File: src/shared/hpdr_cfg.svh
// constants for the hot-plug detect receiver: register offsets, field positions,
// reset values and the timing base.
// assumes a 25 MHz core clock and a byte-wide register port.
`ifndef HPDR_CFG_SVH
`define HPDR_CFG_SVH

// ==========================================================================
// register offsets (byte addresses on the register port)
`define HPDR_ADDR_W 12
`define HPDR_ADDR_CTL 12'hc00
`define HPDR_ADDR_STS 12'hc01
`define HPDR_ADDR_IEN 12'hc02
`define HPDR_ADDR_QUEUE 12'hc03
`define HPDR_ADDR_MIN 12'hc04
`define HPDR_ADDR_MAX 12'hc05
`define HPDR_ADDR_HI_LO 12'hc06
`define HPDR_ADDR_HI_HI 12'hc07
`define HPDR_ADDR_LO_LO 12'hc08
`define HPDR_ADDR_LO_HI 12'hc09

// ==========================================================================
// control register fields
`define HPDR_CTL_EN 0
`define HPDR_CTL_DIR 1
`define HPDR_CTL_OUTV 3
`define HPDR_CTL_STATE 7
// direction encoding
`define HPDR_DIR_IN 1'h0

// ==========================================================================
// status / enable fields
`define HPDR_ST_PULSE 0
`define HPDR_ST_HIGH 1
`define HPDR_ST_LOW 2
`define HPDR_ST_QNE 3
// queue entry codes, two bits per entry, entry 0 oldest
`define HPDR_EV_NONE 2'h0
`define HPDR_EV_HIGH 2'h1
`define HPDR_EV_LOW 2'h2
`define HPDR_EV_PULSE 2'h3
`define HPDR_Q_DEPTH 3'h4

// ==========================================================================
// reset values
`define HPDR_RST_BYTE 8'h00
`define HPDR_RST_WORD 16'h0000

// ==========================================================================
// timing base: every width register counts in ticks of this length
`define HPDR_CLK_KHZ 25000
`define HPDR_TICK_US 10
`define HPDR_TICK_CYC ((`HPDR_TICK_US * `HPDR_CLK_KHZ) / 1000)

`endif

File: src/shared/hpdr_pkg.sv
// types shared by the hot-plug detect receiver.
// assumes hpdr_cfg.svh is on the include path.
`default_nettype none
package hpdr_pkg;

  // ========================================================================
  // detector states
  typedef enum logic [1:0] {
    HPDR_OFF = 2'b00,
    HPDR_LOW = 2'b01,
    HPDR_HIGH = 2'b10,
    HPDR_LOW_CNT = 2'b11
  } hpdr_det_type;

  // ========================================================================
  // register port request
  typedef struct packed {
    logic [11:0] addr;
    logic [7:0] wdata;
    logic wr;
    logic rd;
  } hpdr_bus_type;

  // hot-plug pin drive
  typedef struct packed {
    logic out;
    logic oe;
  } hpdr_pin_type;

  // ========================================================================
  // complete state of the receiver
  typedef struct packed {
    logic sync1;
    logic sync2;
    hpdr_det_type det;
    logic [7:0] presc;
    logic [15:0] cnt;
    logic en;
    logic dir;
    logic out_val;
    logic [3:0] ien;
    logic [2:0] sts;
    logic [7:0] queue;
    logic [2:0] q_cnt;
    logic [7:0] min_w;
    logic [7:0] max_w;
    logic [15:0] hi_det;
    logic [15:0] lo_det;
    logic [7:0] rdata;
    logic irq;
  } hpdr_state_type;

endpackage

`default_nettype wire

File: src/logic/hpdr_receiver.sv
// hot-plug detect receiver: pin sampling, debounce, short-pulse classification,
// four-entry event queue and status flags, behind a byte-wide register port.
// assumes one 25 MHz clock, synchronous reset, and a register master that
// never issues read and write strobes together.
`timescale 1ns/1ps
`include "hpdr_cfg.svh"
`default_nettype none

module hpdr_receiver (
  input wire logic clock_in,
  input wire logic sys_rst_in,
  input wire logic clk_en_in,
  input wire hpdr_pkg::hpdr_bus_type bus_in,
  output logic [7:0] rdata_out,
  input wire logic hot_plug_pin_in,
  output hpdr_pkg::hpdr_pin_type hot_plug_pin_out,
  output logic hot_plug_summary_irq_out
);

  // ========================================================================
  // helpers

  // a programmed width is reached once the elapsed tick count meets it
  // the counter saturates, so a line stuck low never wraps back under a limit
  function automatic logic width_reached(input logic [15:0] elapsed, input logic [15:0] limit);
    width_reached = (elapsed >= limit);
  endfunction

  // append one event code at the tail; a full queue keeps what it holds
  // code none pushes nothing, so callers may pass the event code every cycle
  function automatic logic [10:0] queue_push(input logic [7:0] q, input logic [2:0] n,
                                             input logic [1:0] code);
    logic [7:0] qn;
    logic [2:0] nn;
    qn = q;
    nn = n;
    if (code != `HPDR_EV_NONE && n < `HPDR_Q_DEPTH) begin
      qn[n[1:0]*2 +: 2] = code;
      nn = n + 3'h1;
    end
    queue_push = {qn, nn};
  endfunction

  // ========================================================================
  // state

  hpdr_pkg::hpdr_state_type s_r;
  hpdr_pkg::hpdr_state_type s_nxt;
  logic active;
  logic line;
  logic tick;
  logic logic_high;
  logic pin_state;
  // event code raised by the detector this cycle, none most of the time
  logic [1:0] ev;
  // status bits software asked to clear this cycle
  logic [2:0] w1c;
  logic q_clear;

  // receiver active only as an enabled input
  assign active = s_r.en & (s_r.dir == `HPDR_DIR_IN);
  // line is the second synchroniser stage only
  assign line = s_r.sync2;
  // one tick per prescaler wrap: widths resolve to whole ticks and round down
  assign tick = (s_r.presc == 8'(`HPDR_TICK_CYC - 1));
  // logical state: high in steady high and while a low is still being timed
  assign logic_high = (s_r.det == hpdr_pkg::HPDR_HIGH) || (s_r.det == hpdr_pkg::HPDR_LOW_CNT);
  // reported pin state follows the driven value when the pin is an output
  assign pin_state = s_r.en & (s_r.dir ? s_r.out_val : logic_high);

  // ========================================================================
  // next-state logic
  always_comb begin
    s_nxt = s_r;
    ev = `HPDR_EV_NONE;
    w1c = 3'h0;
    q_clear = 1'b0;

    // two-flop synchroniser on the pin
    // the raw pin may move near the edge; only the second stage feeds logic
    s_nxt.sync1 = hot_plug_pin_in;
    s_nxt.sync2 = s_r.sync1;

    // register writes
    if (bus_in.wr) begin
      case (bus_in.addr)
        `HPDR_ADDR_CTL: begin
          // direction is not guarded here; software keeps it fixed while enabled
          s_nxt.en = bus_in.wdata[`HPDR_CTL_EN];
          s_nxt.dir = bus_in.wdata[`HPDR_CTL_DIR];
          s_nxt.out_val = bus_in.wdata[`HPDR_CTL_OUTV];
        end
        `HPDR_ADDR_STS: begin
          w1c = bus_in.wdata[2:0];
        end
        `HPDR_ADDR_IEN: begin
          s_nxt.ien = bus_in.wdata[3:0];
        end
        `HPDR_ADDR_QUEUE: begin
          // any write empties the queue: software has consumed what it read
          q_clear = 1'b1;
        end
        `HPDR_ADDR_MIN: begin
          s_nxt.min_w = bus_in.wdata;
        end
        `HPDR_ADDR_MAX: begin
          s_nxt.max_w = bus_in.wdata;
        end
        `HPDR_ADDR_HI_LO: begin
          s_nxt.hi_det[7:0] = bus_in.wdata;
        end
        `HPDR_ADDR_HI_HI: begin
          s_nxt.hi_det[15:8] = bus_in.wdata;
        end
        `HPDR_ADDR_LO_LO: begin
          s_nxt.lo_det[7:0] = bus_in.wdata;
        end
        `HPDR_ADDR_LO_HI: begin
          s_nxt.lo_det[15:8] = bus_in.wdata;
        end
        default: begin
          // unmapped writes are ignored
        end
      endcase
    end

    // tick prescaler and saturating width counter
    s_nxt.presc = tick ? 8'h00 : s_r.presc + 8'h01;
    if (tick && s_r.cnt != 16'hffff) begin
      s_nxt.cnt = s_r.cnt + 16'h0001;
    end

    // detector
    case (s_r.det)
      hpdr_pkg::HPDR_OFF: begin
        // start from logical low so a present display is debounced first
        s_nxt.det = hpdr_pkg::HPDR_LOW;
        s_nxt.cnt = `HPDR_RST_WORD;
        s_nxt.presc = 8'h00;
      end
      hpdr_pkg::HPDR_LOW: begin
        if (!line) begin
          s_nxt.cnt = `HPDR_RST_WORD;
          s_nxt.presc = 8'h00;
        end else if (width_reached(s_r.cnt, s_r.hi_det)) begin
          s_nxt.det = hpdr_pkg::HPDR_HIGH;
          ev = `HPDR_EV_HIGH;
        end
      end
      hpdr_pkg::HPDR_HIGH: begin
        if (!line) begin
          s_nxt.det = hpdr_pkg::HPDR_LOW_CNT;
          s_nxt.cnt = `HPDR_RST_WORD;
          s_nxt.presc = 8'h00;
        end
      end
      hpdr_pkg::HPDR_LOW_CNT: begin
        if (line) begin
          // back high: a pulse inside the window, otherwise a glitch
          // a rise at exactly the maximum width still counts as a pulse
          s_nxt.det = hpdr_pkg::HPDR_HIGH;
          if (width_reached(s_r.cnt, {8'h00, s_r.min_w}) && !width_reached(s_r.cnt, {8'h00, s_r.max_w} + 16'h0001)) begin
            ev = `HPDR_EV_PULSE;
          end
        end else if (width_reached(s_r.cnt, s_r.lo_det)) begin
          // only the long low-detect time ends the logical high
          s_nxt.det = hpdr_pkg::HPDR_LOW;
          s_nxt.cnt = `HPDR_RST_WORD;
          s_nxt.presc = 8'h00;
          ev = `HPDR_EV_LOW;
        end
      end
      default: begin
        s_nxt.det = hpdr_pkg::HPDR_OFF;
      end
    endcase

    // status flags: write-one-to-clear, a new event wins over the clear
    s_nxt.sts = s_r.sts & ~w1c;
    if (ev == `HPDR_EV_PULSE) begin
      s_nxt.sts[`HPDR_ST_PULSE] = 1'b1;
    end
    if (ev == `HPDR_EV_HIGH) begin
      s_nxt.sts[`HPDR_ST_HIGH] = 1'b1;
    end
    if (ev == `HPDR_EV_LOW) begin
      s_nxt.sts[`HPDR_ST_LOW] = 1'b1;
    end

    // queue: clear first so an event in the clearing cycle is kept
    if (q_clear) begin
      s_nxt.queue = `HPDR_RST_BYTE;
      s_nxt.q_cnt = 3'h0;
    end
    {s_nxt.queue, s_nxt.q_cnt} = queue_push(s_nxt.queue, s_nxt.q_cnt, ev);

    // not monitoring: detector idle and queue empty
    // status survives a switch to output; only clearing enable zeroes it
    if (!active) begin
      s_nxt.det = hpdr_pkg::HPDR_OFF;
      s_nxt.queue = `HPDR_RST_BYTE;
      s_nxt.q_cnt = 3'h0;
    end
    if (!s_r.en) begin
      s_nxt.sts = 3'h0;
    end

    // read data, valid in the cycle after the strobe only
    // reserved bits and unmapped addresses read zero
    s_nxt.rdata = `HPDR_RST_BYTE;
    if (bus_in.rd) begin
      case (bus_in.addr)
        `HPDR_ADDR_CTL: begin
          s_nxt.rdata[`HPDR_CTL_STATE] = pin_state;
          // output value reads zero unless the pin is an output
          s_nxt.rdata[`HPDR_CTL_OUTV] = s_r.dir & s_r.out_val;
          s_nxt.rdata[`HPDR_CTL_DIR] = s_r.dir;
          s_nxt.rdata[`HPDR_CTL_EN] = s_r.en;
        end
        `HPDR_ADDR_STS: begin
          s_nxt.rdata = {4'h0, (s_r.q_cnt != 3'h0), s_r.sts};
        end
        `HPDR_ADDR_IEN: begin
          s_nxt.rdata = {4'h0, s_r.ien};
        end
        `HPDR_ADDR_QUEUE: begin
          s_nxt.rdata = s_r.queue;
        end
        `HPDR_ADDR_MIN: begin
          s_nxt.rdata = s_r.min_w;
        end
        `HPDR_ADDR_MAX: begin
          s_nxt.rdata = s_r.max_w;
        end
        `HPDR_ADDR_HI_LO: begin
          s_nxt.rdata = s_r.hi_det[7:0];
        end
        `HPDR_ADDR_HI_HI: begin
          s_nxt.rdata = s_r.hi_det[15:8];
        end
        `HPDR_ADDR_LO_LO: begin
          s_nxt.rdata = s_r.lo_det[7:0];
        end
        `HPDR_ADDR_LO_HI: begin
          s_nxt.rdata = s_r.lo_det[15:8];
        end
        default: begin
          s_nxt.rdata = `HPDR_RST_BYTE;
        end
      endcase
    end

    // summary interrupt from flags both set and enabled, registered
    s_nxt.irq = |({(s_nxt.q_cnt != 3'h0), s_nxt.sts} & s_nxt.ien);
  end

  // ========================================================================
  // state register; clock enable low freezes everything
  // reset is synchronous, so the clock must run while it is held
  always_ff @(posedge clock_in) begin
    if (sys_rst_in) begin
      s_r <= '0;
    end else if (clk_en_in) begin
      s_r <= s_nxt;
    end
  end

  // ========================================================================
  // outputs
  assign rdata_out = s_r.rdata;
  assign hot_plug_summary_irq_out = s_r.irq;
  // push-pull only: enable is high whenever the pin drives, no open-drain mode
  // one assignment keeps the pin struct a variable with a single driver
  assign hot_plug_pin_out = '{
    out: s_r.en & s_r.dir & s_r.out_val,
    oe: s_r.en & s_r.dir
  };

endmodule

`default_nettype wire

File: config.mk
export PLATFORM = sky130hd
export DESIGN_NAME = hpdr_receiver
export DESIGN_NICKNAME = d
export VERILOG_FILES = /design/src/shared/hpdr_pkg.sv /design/src/logic/hpdr_receiver.sv
export VERILOG_INCLUDE_DIRS = /design/src /design/src/shared
export SDC_FILE = /design/constraint.sdc
export NUM_CORES = 1
export LEC_CHECK = 0
export CORE_MARGIN = 8
export CORE_UTILIZATION = 55
export CTS_CLUSTER_DIAMETER = 100
export DETAILED_ROUTE_END_ITERATION = 10
export DONT_BUFFER_PORTS = 1
export GPL_TIMING_DRIVEN = 0
export PLACE_DENSITY = 0.69
export SKIP_LAST_GASP = 1
export SLEW_MARGIN = 20
export SYNTH_ARGS = -nofsm -noshare
export SYNTH_HDL_FRONTEND = slang
export SYNTH_SLANG_ARGS = --single-unit
export TNS_END_PERCENT = 30
File: constraint.sdc
create_clock -name clock_in -period 8.7 [get_ports clock_in]
set_clock_uncertainty 0.15 [all_clocks]
set_input_delay 2.61 -clock clock_in [delete_from_list [all_inputs] [get_ports clock_in]]
set_output_delay 2.61 -clock clock_in [all_outputs]
set_load 0.02 [all_outputs]
==> run metrics <==
highest net fanout along the worst path 10; Crit. End Element flip-flop; die boundary height around 130 um; post-DR vias/cell approximately 6.6; FF+latch count, synth between 100 and 150; number of max-capacitance violations reported 0; Final min period 4750 ps; die footprint about 16000 sq um; Pins Over Slew Limit 0; antenna violations before repair 0; number of buffers added on ports 0; top cell type by total area after synthesis sky130_fd_sc_hd__dfxtp_1; routed wirelength normalized by instance count 22.3 um; weighted congestion at the end of routability-driven global placement about 0.95; Syn Area/Cell between 8 and 9 sq um; IO Count 37; nets 894; Detail Route Antenna Nets 0; Area Growth Syn to Fin 7.28%; number of buffers created by CTS 9; met1 Use GR between 30% and 40%; num rows 40; Synth Cell Area ~6800 sq um; endpoints failing setup 0; worst path buffer plus inverter count 0; aggregate global routing overflow 0; Reg-to-Reg Start s_r[41]; post-route cell area approximately 7300 sq um; reg2reg setup slack 4990 ps; critical-path cell list nor4_4 > nand4_1 > nand2_1 > ha_1 > nor4_1 > a22o_1 > a21o_1; final period utilization 54.6%; accumulated negative setup slack 0 ps; highest attainable clock frequency ~0.21 GHz; critical path startpoint category input pin; leading post-synthesis cells by cell area sky130_fd_sc_hd__dfxtp_1 (31%), sky130_fd_sc_hd__ha_1 (11%), sky130_fd_sc_hd__mux2i_1 (8.8%); Primary FF master, synth sky130_fd_sc_hd__dfxtp_1; async set or reset register ratio after synthesis 0%; pwr dens 133 nW/um^2; register cell area after layout 2120 sq um; commonest cells after routing, fill and taps aside sky130_fd_sc_hd__dfxtp_1 (106), sky130_fd_sc_hd__nor2_1 (99), sky130_fd_sc_hd__mux2i_1 (60), sky130_fd_sc_hd__ha_1 (59), sky130_fd_sc_hd__inv_1 (53); antenna fix cells 0; Final Util 60.6%; number of flops mapped to enable cells by yosys 0; CP max-delay cell sky130_fd_sc_hd__nor4_1; worst hold path cell count 2; FF-to-FF path depth 14; net count after synthesis 883; aggregate global-route resource usage a little over a quarter; overall power after layout 0.967 mW; RSZ-0062 raised after global routing false; fraction of met3 tracks used by global routing roughly 5.3%; count of cell types in the netlist 82; number of DRC markers in iteration 0 approximately 850; global routing met2 resource utilization 40.3%; Core Footprint roughly 12000 sq um; count of final hold-check violations 0; post-detail-place hpwl 15.9 mm; clock sinks between 100 and 150; most common cell after layout, fill and taps aside sky130_fd_sc_hd__dfxtp_1; multi-input combinational cell area ~4200 sq um; path type of the worst min-delay path flip-flop to flip-flop; share of the synthesized area in the top cell type 31.3%; post-cts gate resize count 0; count of buffers added by post-CTS timing repair for setup 0; result of the run completed; number of global-route vias before repair roughly 6100; Via Count 6348; Largest stage delay, worst path 460 ps; Horiz. Die Dim 127 um; cell family with most CP delay simple AND/OR/NAND/NOR gates; placed cell count 945; worst vdd rail ir drop about 0.00010 V; critical hold path startpoint rdata_out[1]; Syn. warnings 0; critical path start-end classification input pin to flip-flop; # hold bufs at CTS 0; transition time of the tightest slew-check pin 891 ps; clock latency reported for the late side of the worst-skew pair 370 ps; Post-Synthesis Cells 798; fraction of final layout cells with drive strength greater than 1 8.11%; number of DRC violations after detailed routing 0; area of placed instances 6970 sq um; drt total wl about 21 mm; r2r endpoint s_r[61]; clock tree from TritonCTS done; most used routing layer in global routing met2; Cell Count, Final, Fillers Out 961; required time of the worst setup path slightly below 9000 ps; global-route wire length before repair 33.3 mm; First-pass DRT Iterations 6; # H-tree levels 3; sequential fraction of the synthesis area 31.3%; LEAKAGE approximately 2.6 nW; worst-case hold path end point rdata_out[1]; clock-pin slew on the worst setup and hold paths roughly 70 ps; Slew HR between 40% and 50%; data arrival time of the critical path 4910 ps; clock root cell sky130_fd_sc_hd__clkbuf_16; maximum number of pins on one net before global-route repair 19; Longest Clk Path Bufs 2; Filler Cells Inserted between 1000 and 1500; initial core utilization 56.5%
cell families after synthesis:
| family | Yosys count | share of synthesized area (%) |
|---|---|---|
| and+or+nand+nor | 282 | 21.9 |
| AOI/OAI and AO/OA | 184 | 19.4 |
| DFF | 106 | 31.3 |
| buffers and inverters | 98 | 6.43 |
| muxes | 63 | 9.40 |
| adders and majority gates | 59 | 10.9 |
| xor gates and xnor gates | 6 | 0.774 |
state kept, by name (all words and copies together), names as in the netlist:
signal and cells:
rdata_out 8, line 1, s_r 95, s_nxt 1, hot_plug_summary_irq_out 1
synth_stat cells (6+ instances only):
cell	count
sky130_fd_sc_hd__nand4_1	10
sky130_fd_sc_hd__ha_1	59
sky130_fd_sc_hd__dfxtp_1	106
sky130_fd_sc_hd__and3_1	16
sky130_fd_sc_hd__nand3_1	39
sky130_fd_sc_hd__mux2i_1	60
sky130_fd_sc_hd__o31ai_1	8
sky130_fd_sc_hd__clkbuf_1	25
sky130_fd_sc_hd__a21o_1	6
sky130_fd_sc_hd__inv_1	53
sky130_fd_sc_hd__nor2_1	99
sky130_fd_sc_hd__nor3_1	11
sky130_fd_sc_hd__a21oi_1	50
sky130_fd_sc_hd__o21ai_0	22
sky130_fd_sc_hd__a22oi_1	23
sky130_fd_sc_hd__nand3b_1	8
sky130_fd_sc_hd__a31oi_1	11
sky130_fd_sc_hd__buf_4	13
sky130_fd_sc_hd__a22o_1	8
sky130_fd_sc_hd__nand2_1	48
sky130_fd_sc_hd__or3_1	6
cell type report:
type                            instances  area share, %
Multi-Input combinational cell        594           58.1
Sequential cell                       106           29.1
Clock buffer                           10           3.28
Buffer                                 44           3.21
Inverter                               54           2.78
Tap cell                              147           2.53
Clock inverter                          6          0.979
layer usage:
layer / wire length, um / part of all wire [%] / up-vias
met4: 887 / 4.1 / 0
met2: 9520 / 44 / 301
met5: 0 / 0 / -
li1: - / - / 2940
met3: 1830 / 8.5 / 64
met1: 9190 / 43 / 3043
how the worst max path moves through the flow:
stage	from	end	slack, ps	depth (start not counted)
2_1_floorplan	bus_in[10]	hot_plug_summary_irq_out	4130	9
3_3_place_gp	bus_in[15]	s_r[60]	3700	7
3_5_place_dp	bus_in[15]	s_r[60]	3680	7
4_1_cts	bus_in[15]	hot_plug_summary_irq_out	4000	7
5_1_grt	bus_in[15]	hot_plug_summary_irq_out	3820	7
6_report	bus_in[15]	s_r[60]	3950	7
worst register-to-register path, stage by stage, from the launching register on:
cell,delay [ps]
sky130_fd_sc_hd__dfxtp_1,530
sky130_fd_sc_hd__and3_1,210
sky130_fd_sc_hd__nand3_1,110
sky130_fd_sc_hd__or2_2,330
sky130_fd_sc_hd__xor2_1,220
sky130_fd_sc_hd__ha_1,290
sky130_fd_sc_hd__nand3_1,70
sky130_fd_sc_hd__nand3_1,80
sky130_fd_sc_hd__a2111oi_2,370
sky130_fd_sc_hd__and3b_1,340
sky130_fd_sc_hd__a21oi_1,140
sky130_fd_sc_hd__a21boi_2,220
sky130_fd_sc_hd__buf_4,190
sky130_fd_sc_hd__nand3_1,100
sky130_fd_sc_hd__a32o_1,250
stage by stage:
step	setup slack [ps]	hold slack, ps
2_1_floorplan	4130	291
3_3_place_gp	3700	303
3_5_place_dp	3680	309
4_1_cts	4000	320
5_1_grt	3820	355
6_report	3950	322
where the power goes:
group          internal [mW]  switching, mW
Clock                  0.235          0.208
Sequential             0.485        0.00106
Combinational        0.00867         0.0291
Total                  0.729          0.238
(Power assumes the default switching activity.)
